[src/common/hsc_consts.svh]
`ifndef HSC_CONSTS_SVH
`define HSC_CONSTS_SVH

// counter and preset geometry
`define HSC_CNT_W        32
`define HSC_IDX_W        3
`define HSC_MAX_PRESET   6
`define HSC_NUM_COND     8
`define HSC_OVF_BIT      6
`define HSC_UDF_BIT      7

// count limits and reset values
`define HSC_CNT_MAX      32'hffffffff
`define HSC_CNT_ZERO     32'h00000000
`define HSC_CNT_ONE      32'h00000001
`define HSC_IDX_FIRST    3'h1

// timing: least spacing between two matches, kept by the user
`define HSC_CLK_NS            20
`define HSC_MIN_MATCH_NS      1000000
`define HSC_MIN_MATCH_CYC     ((`HSC_MIN_MATCH_NS + `HSC_CLK_NS - 1) / `HSC_CLK_NS)

`endif

[src/common/hsc_pkg.sv]
`default_nettype none
`include "hsc_consts.svh"

package hsc_pkg;

  typedef logic [`HSC_CNT_W-1:0] hsc_cnt_t;
  typedef logic [`HSC_IDX_W-1:0] hsc_idx_t;

  typedef enum logic [1:0] {
    HSC_ADD   = 2'h0,
    HSC_UPDN  = 2'h1,
    HSC_QUAD2 = 2'h2,
    HSC_QUAD4 = 2'h3
  } hsc_mode_e;

  typedef enum logic {
    HSC_ACT_OUTPUT = 1'b0,
    HSC_ACT_IRQ    = 1'b1
  } hsc_action_e;

  typedef enum logic [2:0] {
    HSC_PH_INIT = 3'h1,
    HSC_PH_ARM  = 3'h2,
    HSC_PH_RUN  = 3'h4
  } hsc_phase_e;

  typedef struct packed {
    hsc_mode_e   mode;
    hsc_action_e action;
    hsc_idx_t    preset_count;
    logic        keep;
    logic        ovf_en;
    logic        udf_en;
    logic        clear_en;
  } hsc_cfg_s;

  typedef struct packed {
    logic gate;
    logic sw_reset;
    logic out_reset;
  } hsc_ctrl_s;

  typedef struct packed {
    logic     wr;
    hsc_idx_t sel;
    hsc_cnt_t data;
  } hsc_wr_s;

  typedef struct packed {
    logic match;
    logic ovf;
    logic udf;
    logic rst;
  } hsc_flags_s;

  typedef struct packed {
    logic step;
    logic up;
    logic clear;
  } hsc_step_s;

  typedef struct packed {
    logic [2:0] sync1;
    logic [2:0] sync2;
    logic [2:0] prev;
  } hsc_dec_state_s;

  typedef struct packed {
    hsc_phase_e                       phase;
    hsc_cnt_t                         cnt;
    hsc_cnt_t                         cnt_shadow;
    hsc_cnt_t                         active_preset;
    hsc_cnt_t                         preset_rd;
    hsc_cnt_t [`HSC_MAX_PRESET-1:0]   presets;
    hsc_idx_t                         active_idx;
    hsc_idx_t                         next_idx;
    hsc_flags_s                       pend;
    hsc_flags_s                       flags;
    logic                             dir_up;
    logic [`HSC_NUM_COND-1:0]         cmp_out;
    logic                             irq;
  } hsc_state_s;

endpackage
`default_nettype wire

[src/hsc_counter.sv]
// Summary of operation
// on a match the queued preset index becomes active and counting goes on.
// after promotion on a match the queued index steps up by one.
// after the last preset matches, comparison restarts with preset one.
// one to six presets, numbered one to six, are configurable.
// with a single preset the queued index always holds one.
// queued index is one in the first scan; second scan end copies it active.
// active index is read-only; queued index and preset values are read/write.
// software changes the queued index before that preset becomes active.
// a preset rewritten before its match is reloaded at the end of scan.
// matches should be at least 1 ms apart or a match flag may merge.
// adding mode counts up on each pulse rising edge.
// up/down mode counts on pulse rising edge, direction input picks sense.
// 2-edge quadrature counts on both b edges, up when a leads.
// 4-edge quadrature counts on every a and b edge, up when a leads.
// only dual-capable groups offer up/down and quadrature; others add only.
// a trigger either sets a compare output or pulses an interrupt request.
// overflow and underflow act as extra triggers when enabled.
// each trigger condition owns its own compare output.
// after a match the count reloads the reset value unless keep is set.
// an enabled external clear loads the reset value; groups one and three only.
// the match flag stands for exactly one scan.
// counting proceeds only while the gate is on.
// published count and status flags refresh once per scan.
// overflow wraps to zero, underflow to all ones; each flags one scan.
// pulse, direction and phase inputs are synchronised before edge detection.
`timescale 1ns/1ps
`default_nettype none
`include "hsc_consts.svh"

module hsc_counter #(
  parameter int N_PRESET = `HSC_MAX_PRESET,
  parameter bit DUAL_CAP = 1'b1
) (
  input  wire logic                 core_clk_i,
  input  wire logic                 rstn_i,
  input  wire logic                 clk_en_i,
  input  wire logic                 pulse_a_i,
  input  wire logic                 pulse_b_i,
  input  wire logic                 group_clear_input_i,
  input  wire logic                 scan_end_i,
  input  wire hsc_pkg::hsc_cfg_s    cfg_i,
  input  wire hsc_pkg::hsc_ctrl_s   ctrl_i,
  input  wire hsc_pkg::hsc_cnt_t    reset_value_i,
  input  wire hsc_pkg::hsc_wr_s     preset_wr_i,
  input  wire logic                 next_wr_i,
  input  wire hsc_pkg::hsc_idx_t    next_data_i,
  input  wire hsc_pkg::hsc_idx_t    preset_rd_sel_i,
  output hsc_pkg::hsc_cnt_t         count_o,
  output hsc_pkg::hsc_idx_t         active_idx_o,
  output hsc_pkg::hsc_idx_t         next_idx_o,
  output logic [15:0]               active_preset_upper_word_o,
  output logic [15:0]               active_preset_lower_word_o,
  output hsc_pkg::hsc_cnt_t         preset_rd_o,
  output hsc_pkg::hsc_flags_s       flags_o,
  output logic                      dir_up_o,
  output logic [`HSC_NUM_COND-1:0]  cmp_out_o,
  output logic                      irq_o,
  output logic                      first_scan_init_pulse_o
);
  import hsc_pkg::*;

  localparam hsc_state_s ST_RST = '{phase: HSC_PH_INIT, default: '0};

  if (N_PRESET < 1 || N_PRESET > `HSC_MAX_PRESET) begin : g_bad_preset
    $error("hsc_counter: N_PRESET must lie in 1..6");
  end

  logic [1:0]               rst_sync_reg;
  logic                     rst_n;
  hsc_state_s               st_reg;
  hsc_state_s               st_next;
  hsc_step_s                dec;
  hsc_mode_e                eff_mode;
  hsc_idx_t                 eff_count;
  hsc_flags_s               ev;
  logic [`HSC_NUM_COND-1:0] trig;
  logic                     step_go;
  logic                     match_ev;
  logic                     ext_clear;

  function automatic hsc_idx_t slot(input hsc_idx_t idx);
    slot = idx - `HSC_IDX_FIRST;
  endfunction

  function automatic logic idx_ok(input hsc_idx_t idx, input hsc_idx_t lim);
    idx_ok = (idx >= `HSC_IDX_FIRST) && (idx <= lim);
  endfunction

  function automatic hsc_idx_t next_after(input hsc_idx_t idx, input hsc_idx_t lim);
    next_after = (idx >= lim) ? `HSC_IDX_FIRST : idx + `HSC_IDX_FIRST;
  endfunction

  always_ff @(posedge core_clk_i or negedge rstn_i) begin
    if (!rstn_i) begin
      rst_sync_reg <= 2'h0;
    end else begin
      rst_sync_reg <= {rst_sync_reg[0], 1'b1};
    end
  end
  assign rst_n = rst_sync_reg[1];

  assign eff_mode  = DUAL_CAP ? cfg_i.mode : HSC_ADD;
  assign eff_count = idx_ok(cfg_i.preset_count, hsc_idx_t'(N_PRESET)) ?
                     cfg_i.preset_count : hsc_idx_t'(N_PRESET);
  assign step_go   = dec.step && ctrl_i.gate;
  assign ext_clear = dec.clear && cfg_i.clear_en && DUAL_CAP;

  hsc_edge_dec u_dec (
    .core_clk_i (core_clk_i),
    .rst_n_i    (rst_n),
    .clk_en_i   (clk_en_i),
    .mode_i     (eff_mode),
    .pulse_a_i  (pulse_a_i),
    .pulse_b_i  (pulse_b_i),
    .clear_i    (group_clear_input_i),
    .step_o     (dec)
  );

  always_comb begin
    st_next     = st_reg;
    st_next.irq = 1'b0;
    ev          = '0;
    trig        = '0;
    match_ev    = 1'b0;

    if (preset_wr_i.wr && idx_ok(preset_wr_i.sel, hsc_idx_t'(N_PRESET))) begin
      st_next.presets[slot(preset_wr_i.sel)] = preset_wr_i.data;
    end
    st_next.preset_rd = idx_ok(preset_rd_sel_i, hsc_idx_t'(N_PRESET)) ?
                        st_reg.presets[slot(preset_rd_sel_i)] : `HSC_CNT_ZERO;
    if (next_wr_i && idx_ok(next_data_i, eff_count)) begin
      st_next.next_idx = next_data_i;
    end

    if (step_go) begin
      st_next.dir_up = dec.up;
      if (dec.up) begin
        st_next.cnt = st_reg.cnt + `HSC_CNT_ONE;
        ev.ovf      = (st_reg.cnt == `HSC_CNT_MAX);
      end else begin
        st_next.cnt = st_reg.cnt - `HSC_CNT_ONE;
        ev.udf      = (st_reg.cnt == `HSC_CNT_ZERO);
      end
      match_ev = (st_reg.phase == HSC_PH_RUN) && (st_next.cnt == st_reg.active_preset);
    end

    if (scan_end_i) begin
      case (st_reg.phase)
        HSC_PH_INIT: begin
          st_next.phase = HSC_PH_ARM;
        end
        HSC_PH_ARM: begin
          st_next.active_idx    = st_reg.next_idx;
          st_next.active_preset = st_reg.presets[slot(st_reg.next_idx)];
          st_next.next_idx      = next_after(st_reg.next_idx, eff_count);
          st_next.phase         = HSC_PH_RUN;
        end
        HSC_PH_RUN: begin
          st_next.active_preset = st_reg.presets[slot(st_reg.active_idx)];
        end
        default: begin
          st_next.phase = HSC_PH_INIT;
        end
      endcase
    end
    if (st_reg.phase == HSC_PH_INIT) begin
      st_next.next_idx = `HSC_IDX_FIRST;
    end

    if (match_ev) begin
      st_next.active_idx    = st_reg.next_idx;
      st_next.active_preset = st_reg.presets[slot(st_reg.next_idx)];
      st_next.next_idx      = next_after(st_reg.next_idx, eff_count);
      if (!cfg_i.keep) begin
        st_next.cnt = reset_value_i;
      end
      ev.match = 1'b1;
      trig[slot(st_reg.active_idx)] = 1'b1;
    end
    if (ev.ovf && cfg_i.ovf_en) begin
      trig[`HSC_OVF_BIT] = 1'b1;
    end
    if (ev.udf && cfg_i.udf_en) begin
      trig[`HSC_UDF_BIT] = 1'b1;
    end

    if (ctrl_i.sw_reset || ext_clear) begin
      st_next.cnt = reset_value_i;
      ev.rst      = ext_clear;
    end

    if (eff_count == `HSC_IDX_FIRST) begin
      st_next.next_idx = `HSC_IDX_FIRST;
    end

    if (ctrl_i.out_reset) begin
      st_next.cmp_out = '0;
    end
    if (cfg_i.action == HSC_ACT_OUTPUT) begin
      st_next.cmp_out = st_next.cmp_out | trig;
    end else begin
      st_next.irq = |trig;
    end

    // events land in the pending set; the scan end publishes and clears it
    if (scan_end_i) begin
      st_next.flags      = hsc_flags_s'(st_reg.pend | ev);
      st_next.pend       = '0;
      st_next.cnt_shadow = st_next.cnt;
    end else begin
      st_next.pend = hsc_flags_s'(st_reg.pend | ev);
    end
  end

  always_ff @(posedge core_clk_i or negedge rst_n) begin
    if (!rst_n) begin
      st_reg <= ST_RST;
    end else if (clk_en_i) begin
      st_reg <= st_next;
    end
  end

  assign count_o                    = st_reg.cnt_shadow;
  assign active_idx_o               = st_reg.active_idx;
  assign next_idx_o                 = st_reg.next_idx;
  assign active_preset_upper_word_o = st_reg.active_preset[31:16];
  assign active_preset_lower_word_o = st_reg.active_preset[15:0];
  assign preset_rd_o                = st_reg.preset_rd;
  assign flags_o                    = st_reg.flags;
  assign dir_up_o                   = st_reg.dir_up;
  assign cmp_out_o                  = st_reg.cmp_out;
  assign irq_o                      = st_reg.irq;
  assign first_scan_init_pulse_o    = (st_reg.phase == HSC_PH_INIT);

  logic plain_step;
  assign plain_step = clk_en_i && step_go && !match_ev && !ctrl_i.sw_reset && !ext_clear;
endmodule
`default_nettype wire

[src/hsc_edge_dec.sv]
`timescale 1ns/1ps
`default_nettype none
`include "hsc_consts.svh"

module hsc_edge_dec (
  input  wire logic               core_clk_i,
  input  wire logic               rst_n_i,
  input  wire logic               clk_en_i,
  input  wire hsc_pkg::hsc_mode_e mode_i,
  input  wire logic               pulse_a_i,
  input  wire logic               pulse_b_i,
  input  wire logic               clear_i,
  output hsc_pkg::hsc_step_s      step_o
);
  import hsc_pkg::*;

  hsc_dec_state_s st_reg;
  hsc_dec_state_s st_next;
  logic           a_chg;
  logic           b_chg;
  logic           a_rise;
  logic           quad_up;

  // bit 0 phase a / pulse, bit 1 phase b / direction, bit 2 clear
  always_comb begin
    st_next       = st_reg;
    st_next.sync1 = {clear_i, pulse_b_i, pulse_a_i};
    st_next.sync2 = st_reg.sync1;
    st_next.prev  = st_reg.sync2;
  end

  always_ff @(posedge core_clk_i or negedge rst_n_i) begin
    if (!rst_n_i) begin
      st_reg <= '0;
    end else if (clk_en_i) begin
      st_reg <= st_next;
    end
  end

  // edges only from the second stage against its delayed copy
  assign a_chg   = st_reg.sync2[0] ^ st_reg.prev[0];
  assign b_chg   = st_reg.sync2[1] ^ st_reg.prev[1];
  assign a_rise  = st_reg.sync2[0] & ~st_reg.prev[0];
  assign quad_up = st_reg.sync2[0] ^ st_reg.prev[1];

  always_comb begin
    step_o.clear = st_reg.sync2[2] & ~st_reg.prev[2];
    case (mode_i)
      HSC_ADD: begin
        step_o.step = a_rise;
        step_o.up   = 1'b1;
      end
      HSC_UPDN: begin
        step_o.step = a_rise;
        step_o.up   = st_reg.sync2[1];
      end
      HSC_QUAD2: begin
        step_o.step = b_chg;
        step_o.up   = quad_up;
      end
      HSC_QUAD4: begin
        step_o.step = a_chg | b_chg;
        step_o.up   = quad_up;
      end
      default: begin
        step_o.step = 1'b0;
        step_o.up   = 1'b1;
      end
    endcase
  end

endmodule
`default_nettype wire

[config.mk]
export PLATFORM = sky130hd
export DESIGN_NAME = hsc_counter
export DESIGN_NICKNAME = d
export VERILOG_FILES = /design/src/common/hsc_pkg.sv /design/src/hsc_counter.sv /design/src/hsc_edge_dec.sv
export VERILOG_INCLUDE_DIRS = /design/src /design/src/common
export SDC_FILE = /design/constraint.sdc
export NUM_CORES = 1
export LEC_CHECK = 0
export BUFFER_PORTS_ARGS = -buffer_cell sky130_fd_sc_hd__buf_2
export CAP_MARGIN = 5
export CORE_MARGIN = 2
export CORE_UTILIZATION = 61
export CTS_CLUSTER_DIAMETER = 120
export DETAILED_ROUTE_END_ITERATION = 6
export HOLD_SLACK_MARGIN = 0.05
export PLACE_DENSITY = 0.81
export SYNTH_ARGS = -nofsm -noshare
export SYNTH_HDL_FRONTEND = slang
export SYNTH_SLANG_ARGS = --single-unit
[constraint.sdc]
create_clock -name core_clk_i -period 13.64 [get_ports core_clk_i]
set_clock_uncertainty 0.15 [all_clocks]
set_input_delay 0.682 -clock core_clk_i [delete_from_list [all_inputs] [get_ports core_clk_i]]
set_output_delay 0.682 -clock core_clk_i [all_outputs]
set_load 0.05 [all_outputs]
# [Word-level counts from Yosys, hierarchy flattened]
# Cells that the tools add are included.
[op_classes] n_addsub=7 order_cmp=15 n_eq_ne=9 mux=44 n_bitwise=11 n_reduce_logical=26
[op_table] op="$mux W32" count=13
[op_table] op="$bmux W32 S3" count=3
[op_table] op="$bwmux W192" count=1
[op_table] op="$demux W32 S3" count=1
[op_table] op="$pmux W32 S2" count=1
[op_table] op="$add A32 B1 Y32 const B" count=1
[op_table] op="$eq A32 B32 Y1" count=1
[op_table] op="$eq A32 B32 Y1 const B" count=1
[op_table] op="$logic_not A32 Y1" count=1
[op_table] op="$sub A32 B1 Y32 const B" count=1
[op_table] op="$mux W8" count=3
[op_table] op="$ge A3 B1 Y1 const B" count=6
[op_table] op="$mux W6" count=3
[op_table] op="$lt A3 B4 Y1 const B" count=4
[op_table] op="$mux W3" count=5
[op_table] op="$logic_and A1 B1 Y1" count=13
[op_table] op="$sub A3 B1 Y3 const B" count=4
[op_table] op="$le A3 B3 Y1 const B" count=3
[op_table] op="$mux W1" count=9
[op_table] op="$pmux W3 S3" count=1
[op_table] op="$reduce_and A3 Y1" count=3
[op_table] op="$or A8 B8 Y8" count=1
[op_table] op="$pmux W2 S4" count=1
[op_table] op="$reduce_or A8 Y1" count=1
[op_table] op="21 further kinds" count=31
[word_totals] reg_bits=358 input_bits=95 output_inout_bits=117 wordCells=140

# [Longest topological paths before layout]
# Gate-level depths: netlist (run 1).
[depth] ltp_word=12 ltp_mapped=19 ltp_nobuf=15

# [Modules after synthesis]
# Synthesis (run 1) repeated with hierarchy kept, for this count alone.
[hier_totals] cells_unflattened=2226 hier_area_um2=23647.7
[modules_own_cells] module="hsc_counter" instances=1 cells_per_inst=2196 area_each_um2=23213.5 seq_area_each_um2=8734.6
[modules_own_cells] module="hsc_edge_dec" instances=1 cells_per_inst=30 area_each_um2=434.2 seq_area_each_um2=225.2

# [Worst setup path before layout (run 1)]
# No wires, ideal clock.
[synth_path] path_type="in2reg" start="input cfg_i[8] in the netlist's numbering" end="register st_reg (netlist bit count_o[10])" setup_time_ns=0.125 arrival_ns=5.883 t_required_ns=13.365 path_slack_ns=7.483 path_stages=17 n_path_buf=2 path_cell_list="nor3b_1 -> a21oi_2 -> clkinv_1 -> ha_1 -> clkbuf_1 -> nand2_1 -> o21ai_0 -> nor2_1 -> a2111oi_1 -> o21ai_0 -> xnor2_1 -> nand3b_1 -> or4_1 -> o41a_1 -> buf_6 -> mux2_4 -> mux2_2"
[synth_lines] element="from (decl)" line="hsc_counter.sv:42" source="input wire hsc_pkg::hsc_cfg_s cfg_i,"
[synth_lines] element="to (signal assigned)" line="hsc_counter.sv:220" source="st_reg <= st_next;"
[synth_lines] element="to (decl)" line="hsc_counter.sv:71" source="hsc_state_s st_reg;"

==> out/results.tsv, run 1 <==
metric	value	unit
WL/cell	24.1	um
Final nets	2326	
CP Max Fanout	33	
CTS H-tree lvls	2	
pwr dens	210	mW/mm^2
DP Cell Count	2658	
clk_lat worst skew	0.58	ns
Final HPWL DP	43200	um
post-CTS resize count	0	
Final WS setup	6.92	ns
gpl congestion	0.959	
vias	18100	
library cells used by synthesis	86	
non-filler instance count after layout	2731	
Global Route Usage Sum	32.3	%
largest net degree at the start of global routing	80	
asr flop ratio synth	100	%
commonest non-fill, non-tap cell in the layout	dfrtp_1	
Chip Width	202	um
synthesized net count	2304	
TritonRoute pass-1 iters	6	
max reg flops	231	
cell area after synthesis	0.0238	mm^2
clock sinks	358	
initial core utilization	61.8	%
Remaining DRCs	0	
Yosys reg bits	358	
Core Rows	72	
die height	202	um
maximum VDD drop	97.5	uV
worst reg2reg setup slack	6.92	ns
RSZ-0062 raised after global routing	no	
Final min period	6.72	ns
TritonCTS Buffers	40	
Synth Area per Inst	11.0	um^2
vias per cell	6.63	
Post-synth EDFFs	0	
Synth top area share	37.5	%
Final ANT Viol Nets	0	
crit path launch type	flip-flop	
LEAKAGE	11.2	nW
dpl ws	6.66	ns
core area	0.0386	mm^2
vias in the first global route	18400	
Setup-failing EPs final	0	
die area	0.0406	mm^2
I/O pins	212	
status	completed	
Worst slew margin	30.4	%
critical path arrival	7.02	ns
root buf cell	clkbuf_16	
Synth Instances	2162	
endpoint type of the worst setup path	flip-flop	
initial antenna violation count	5	
Final Cycle Share	49.3	%
sequential area share after synthesis	37.6	%
Reg2Reg Depth	17	
WP data required	13.94	ns
first-pass GRT wire length	103000	um
Worst-path clk slew	0.06	ns
Setup TNS	0	ns
min-delay worst type	reg -> reg	
IO buf count	211	
critical path class	reg -> reg	
fraction of layout cells with a size suffix above 1	33.3	%
Synth-to-Final Area Change	7.81	%
Least-Margin Pin Slew	1.04	ns
fmax	149	MHz
Overflow after GRT	0	
fin. max-slew vios	0	
Total Routed Length	65800	um
Yosys Warn Count	0	
DRT iter0 DRCs	1847	
max_cap viols	0	
Synth area leaders	dfrtp_1, mux2_2, mux4_2	
main flop type after synthesis	dfrtp_1	
CTS tree	yes	
cell taking the most area after synthesis	dfrtp_1	
most frequent cells in the layout	dfrtp_1, mux2_2, buf_2	
hold path depth	0	
Final Hold Vio Count	0	
Clock Path Buffers	3	
## worst paths after layout
check / start / end
setup / recovery: u_dec.st_next[0] / active_preset_upper_word_o[11]
hold / removal: rst_sync_reg[0] / rst_sync_reg[1]
setup reg to reg: u_dec.st_next[0] / active_preset_upper_word_o[11]
hold reg to reg: rst_sync_reg[0] / rst_sync_reg[1]
max in group asynchronous: rst_sync_reg[1] / st_reg[320]
min in group asynchronous: rst_sync_reg[1] / st_reg[84]
## cell type report
class                      instances  area, um^2
timing repair buffer             239        1280
antenna                            3        7.51
clock buffer                      55        1120
clock inverter                    13         136
tap                              518         648
fill                            2881       12900
multi-input combinational       1489       13300
inverter                          56         210
sequential                       358        8970
## synthesized netlist by cell type (all sizes together) (6+ instances only)
library cell    n
and3            8
mux4           95
a21boi          7
inv            55
a211oi          8
xor2           22
clkbuf        107
o211ai         19
o21a            9
and2           10
a21o           10
a22oi          63
xnor3           6
nand3          17
mux2          313
a221o           6
nor4           20
ha             46
o21ai          58
a31oi          16
o22ai          33
or4             7
a21oi          63
nor2b           7
nand4          26
nand2         145
nand2b         18
nor2          163
xnor2          43
dfrtp         357
nor3           13
mux2i         165
buf           152
## stage by stage
step / utilization (%) / instance area (um^2) / total power [mW] / hold slack, ns
floorplan: - / 23800 / 3.75 / 0.181
global placement: 63.3 / 24400 / 4.19 / 0.184
detailed placement: 63.3 / 24400 / 4.28 / 0.189
CTS: 66.5 / 25700 / 5.35 / 0.189
global route: 66.6 / 25700 / 5.65 / 0.211
finish: 66.6 / 25700 / 5.39 / 0.199
## cell families after synthesis
| kind of cell | count (synthesis) | synth area share (%) |
|---|---|---|
| xor gates and xnor gates | 76 | 3.46 |
| AOI/OAI and AO/OA | 337 | 9.64 |
| muxes | 573 | 31.1 |
| buffers and inverters | 315 | 6.91 |
| and+or+nand+nor | 455 | 8.74 |
| adders and majority gates | 47 | 2.50 |
| DFF | 358 | 37.6 |
| other | 1 | 0.0157 |
## where the power goes
group          total [mW]  leakage, nW  internal [mW]  switching (mW)
clock                1.06        0.618          0.610           0.448
combinational        2.58         6.16           1.10            1.47
sequential           1.76         4.43           1.37           0.382
total                5.39         11.2           3.09            2.30
## worst max-delay path, stage by stage, from the launching register on
cell	delay, ns
dfrtp_1	0.42
xnor2_1	0.17
a21oi_2	0.47
clkinv_1	0.27
buf_4	0.33
ha_1	0.56
a21oi_1	0.17
o21ai_0	0.22
nor2_1	0.08
a2111oi_1	0.83
o21ai_0	0.34
xnor2_1	0.22
nand3b_1	0.16
or4_1	0.55
nor3_2	0.81
o21ai_2	0.11
buf_4	0.33
mux2_1	0.38
## metal layers
metal | GRT usage (%) | vias up | routed length, um
met3 | 5.46 | 230 | 4740
met2 | 53.3 | 873 | 32100
met4 | 17.1 | 6 | 3390
li1 | - | 7893 | -
met5 | 0 | - | 43
met1 | 40.9 | 9097 | 25600
## what timing repair did
| action | in CTS | in global routing |
|---|---|---|
| setup buffers | 0 | 0 |
| setup endpoints to repair | 0 | 0 |
| endpoints found under the hold margin | 2 | 0 |
| hold buffers | 1 | 0 |
(Power assumes the default switching activity.)
==> inputs of run 2 (changes only) <==
==> constraint.sdc (replaced) <==
create_clock -name core_clk_i -period 6.5 [get_ports core_clk_i]
set_clock_uncertainty 0.15 [all_clocks]
set_input_delay 0.325 -clock core_clk_i [delete_from_list [all_inputs] [get_ports core_clk_i]]
set_output_delay 0.325 -clock core_clk_i [all_outputs]
set_load 0.05 [all_outputs]
==> out/results.tsv, run 2 (synthesis results as in run 1) <==
metric	value	unit	change
RR Startpoint	u_dec.st_next[0]		
core area	0.0386	mm^2	unchanged
register area	0.00897	mm^2	unchanged
CP startpoint	u_dec.st_next[0]		
Final Hold Vio Count	0		unchanged
Final min period	6.09	ns	-0.632 ns
CP bufs+invs	3		unchanged
I/O pins	212		unchanged
Final nets	2410		+3.6%
Clock Path Buffers	3		unchanged
post-CTS setup buffer count	0		unchanged
clk_lat worst skew	0.59	ns	about the same
multi-input logic area	0.0133	mm^2	unchanged
Least-Margin Pin Slew	1.06	ns	+0.0160 ns
critical path arrival	6.39	ns	-0.63 ns
WL/cell	23.6	um	-2.1%
Worst-path clk slew	0.06	ns	about the same
delay-heaviest family, CP	compound AO/OA/AOI/OAI gates		
Remaining DRCs	0		unchanged
Global Route Usage Sum	32.8	%	+0.53 points
fillers	2779		-3.5%
Hold Path Sink	dir_up_o		
die area	0.0406	mm^2	unchanged
commonest non-fill, non-tap cell in the layout	dfrtp_1		
max incr delay on CP	0.85	ns	+0.02 ns
TritonCTS Buffers	40		unchanged
initial core utilization	61.8	%	unchanged
DRT iter0 DRCs	1699		-8.0%
Overflow after GRT	0		unchanged
WP data required	6.80	ns	-7.14 ns
LEAKAGE	11.6	nW	+3.3%
vias	18300		+1.3%
Setup TNS	0	ns	unchanged
worst hold margin	0.0763	ns	-0.122 ns
vias per cell	6.52		-1.7%
largest net degree at the start of global routing	149		+86%
CTS tree	yes		
critical path cell sequence	xnor2_1, a21oi_2, clkinv_1, buf_12, ha_1, o211ai_1, a21oi_1, o21ai_0, a2111oi_1, o21ai_0, xnor2_1, nand3b_1, or4_1, o41a_2, buf_4, mux2_4, mux2_2		
CTS H-tree lvls	2		unchanged
pwr dens	431	mW/mm^2	+110%
crit path launch type	flip-flop		
fin. max-slew vios	0		unchanged
gpl congestion	0.971		+1.3%
Reg2Reg Depth	17		unchanged
Final HPWL DP	43900	um	+1.8%
Hold Path Origin	cfg_i[9]		
die height	202	um	unchanged
critical path class	reg -> reg		
max reg flops	231		unchanged
endpoint type of the worst setup path	flip-flop		
maximum VDD drop	239	uV	+140%
RR Endpoint	st_reg[320]		
Core Rows	72		unchanged
root buf cell	clkbuf_16		
Final ANT Viol Nets	0		unchanged
worst reg2reg setup slack	0.41	ns	-6.51 ns
clock sinks	358		unchanged
Synth-to-Final Area Change	11.5	%	
Final Cycle Share	93.7	%	+44 points
RSZ-0062 raised after global routing	no		
Worst slew margin	29.3	%	-1.1 points
IO buf count	211		unchanged
fraction of layout cells with a size suffix above 1	32.5	%	-0.81 points
first-pass GRT wire length	105000	um	+1.8%
fmax	164	MHz	+10%
hold path depth	4		+4
TritonRoute pass-1 iters	5		-1
CP Max Fanout	39		+18%
Chip Width	202	um	unchanged
min-delay worst type	in -> reg		
max_cap viols	0		unchanged
Slowest cell on crit path	a2111oi_1		
most frequent cells in the layout	dfrtp_1, mux2_2, buf_2		
vias in the first global route	18800		+1.7%
initial antenna violation count	3		-2
Setup-failing EPs final	0		unchanged
Total Routed Length	66400	um	+0.79%
status	completed		
run 2: changes by cell type in the layout (fill, tap and decap cells not counted), sizes merged:
cell	delta
dlygate4sd3	+74
buf	+11
clkbuf	+3
clkinv	-2
clkinvlp	-1
diode	-1
dlymetal6s2s	-1
inv	-1
run 2: worst max path at each step:
stage,end,slack (ns),cells past startpoint
CTS,st_reg[327],0.46,17
global route,st_reg[330],0.13,17
floorplan,active_idx_o[0],0.50,0
finish,st_reg[320],0.41,17
global placement,count_o[10],0.63,17
detailed placement,st_reg[327],0.48,17
run 2: worst register-to-register path: stages, from the launching register on:
cell and delay, ns:
dfrtp_1 0.41, xnor2_1 0.15, a21oi_2 0.23, clkinv_1 0.18, buf_12 0.20, ha_1 0.43, o211ai_1 0.14, a21oi_1 0.26
o21ai_0 0.23, a2111oi_1 0.85, o21ai_0 0.35, xnor2_1 0.21, nand3b_1 0.16, or4_1 0.56, o41a_2 0.45, buf_4 0.32
mux2_4 0.42, mux2_2 0.27
run 2: layout make-up:
cell class	instances	area share, %
diodes	2	0.0188
clock buffers	58	4.37
clock inverters	9	0.495
inverters	56	0.791
multi-input cells	1489	50.1
flip-flops and latches	358	33.8
well taps	518	2.44
repair buffers	323	8.01
run 2: per-layer routing:
| metal | GRT usage [%] | up-vias | routed length [um] |
|---|---|---|---|
| met4 | 14.9 | 0 | 2750 |
| met1 | 43.1 | 9275 | 27000 |
| met2 | 54.8 | 799 | 32500 |
| met5 | 0 | - | 0 |
| li1 | - | 8073 | - |
| met3 | 4.05 | 180 | 4070 |
run 2: power by group:
group | total [mW] | leakage (nW) | internal [mW] | switching [mW]
clock network | 2.27 | 0.634 | 1.32 | 0.948
registers | 3.66 | 4.43 | 2.88 | 0.780
logic | 5.51 | 6.52 | 2.37 | 3.14
run 2: what timing repair did:
| action | in CTS | in global routing |
|---|---|---|
| hold buffers | 75 | 0 |
| gates resized for setup | 0 | 0 |
| hold endpoints to repair | 276 | 0 |
run 2: metrics by stage:
step / util [%] / area, um^2 / setup slack, ns / power, mW / std cells
floorplan: - / 23800 / 0.503 / 7.86 / 2162
global placement: 63.6 / 24500 / 0.634 / 8.88 / 2669
detailed placement: 63.6 / 24500 / 0.475 / 9.04 / 2669
CTS: 68.9 / 26600 / 0.457 / 11.4 / 2811
global route: 68.9 / 26600 / 0.125 / 12.0 / 2813
finish: 68.9 / 26600 / 0.410 / 11.4 / 2813
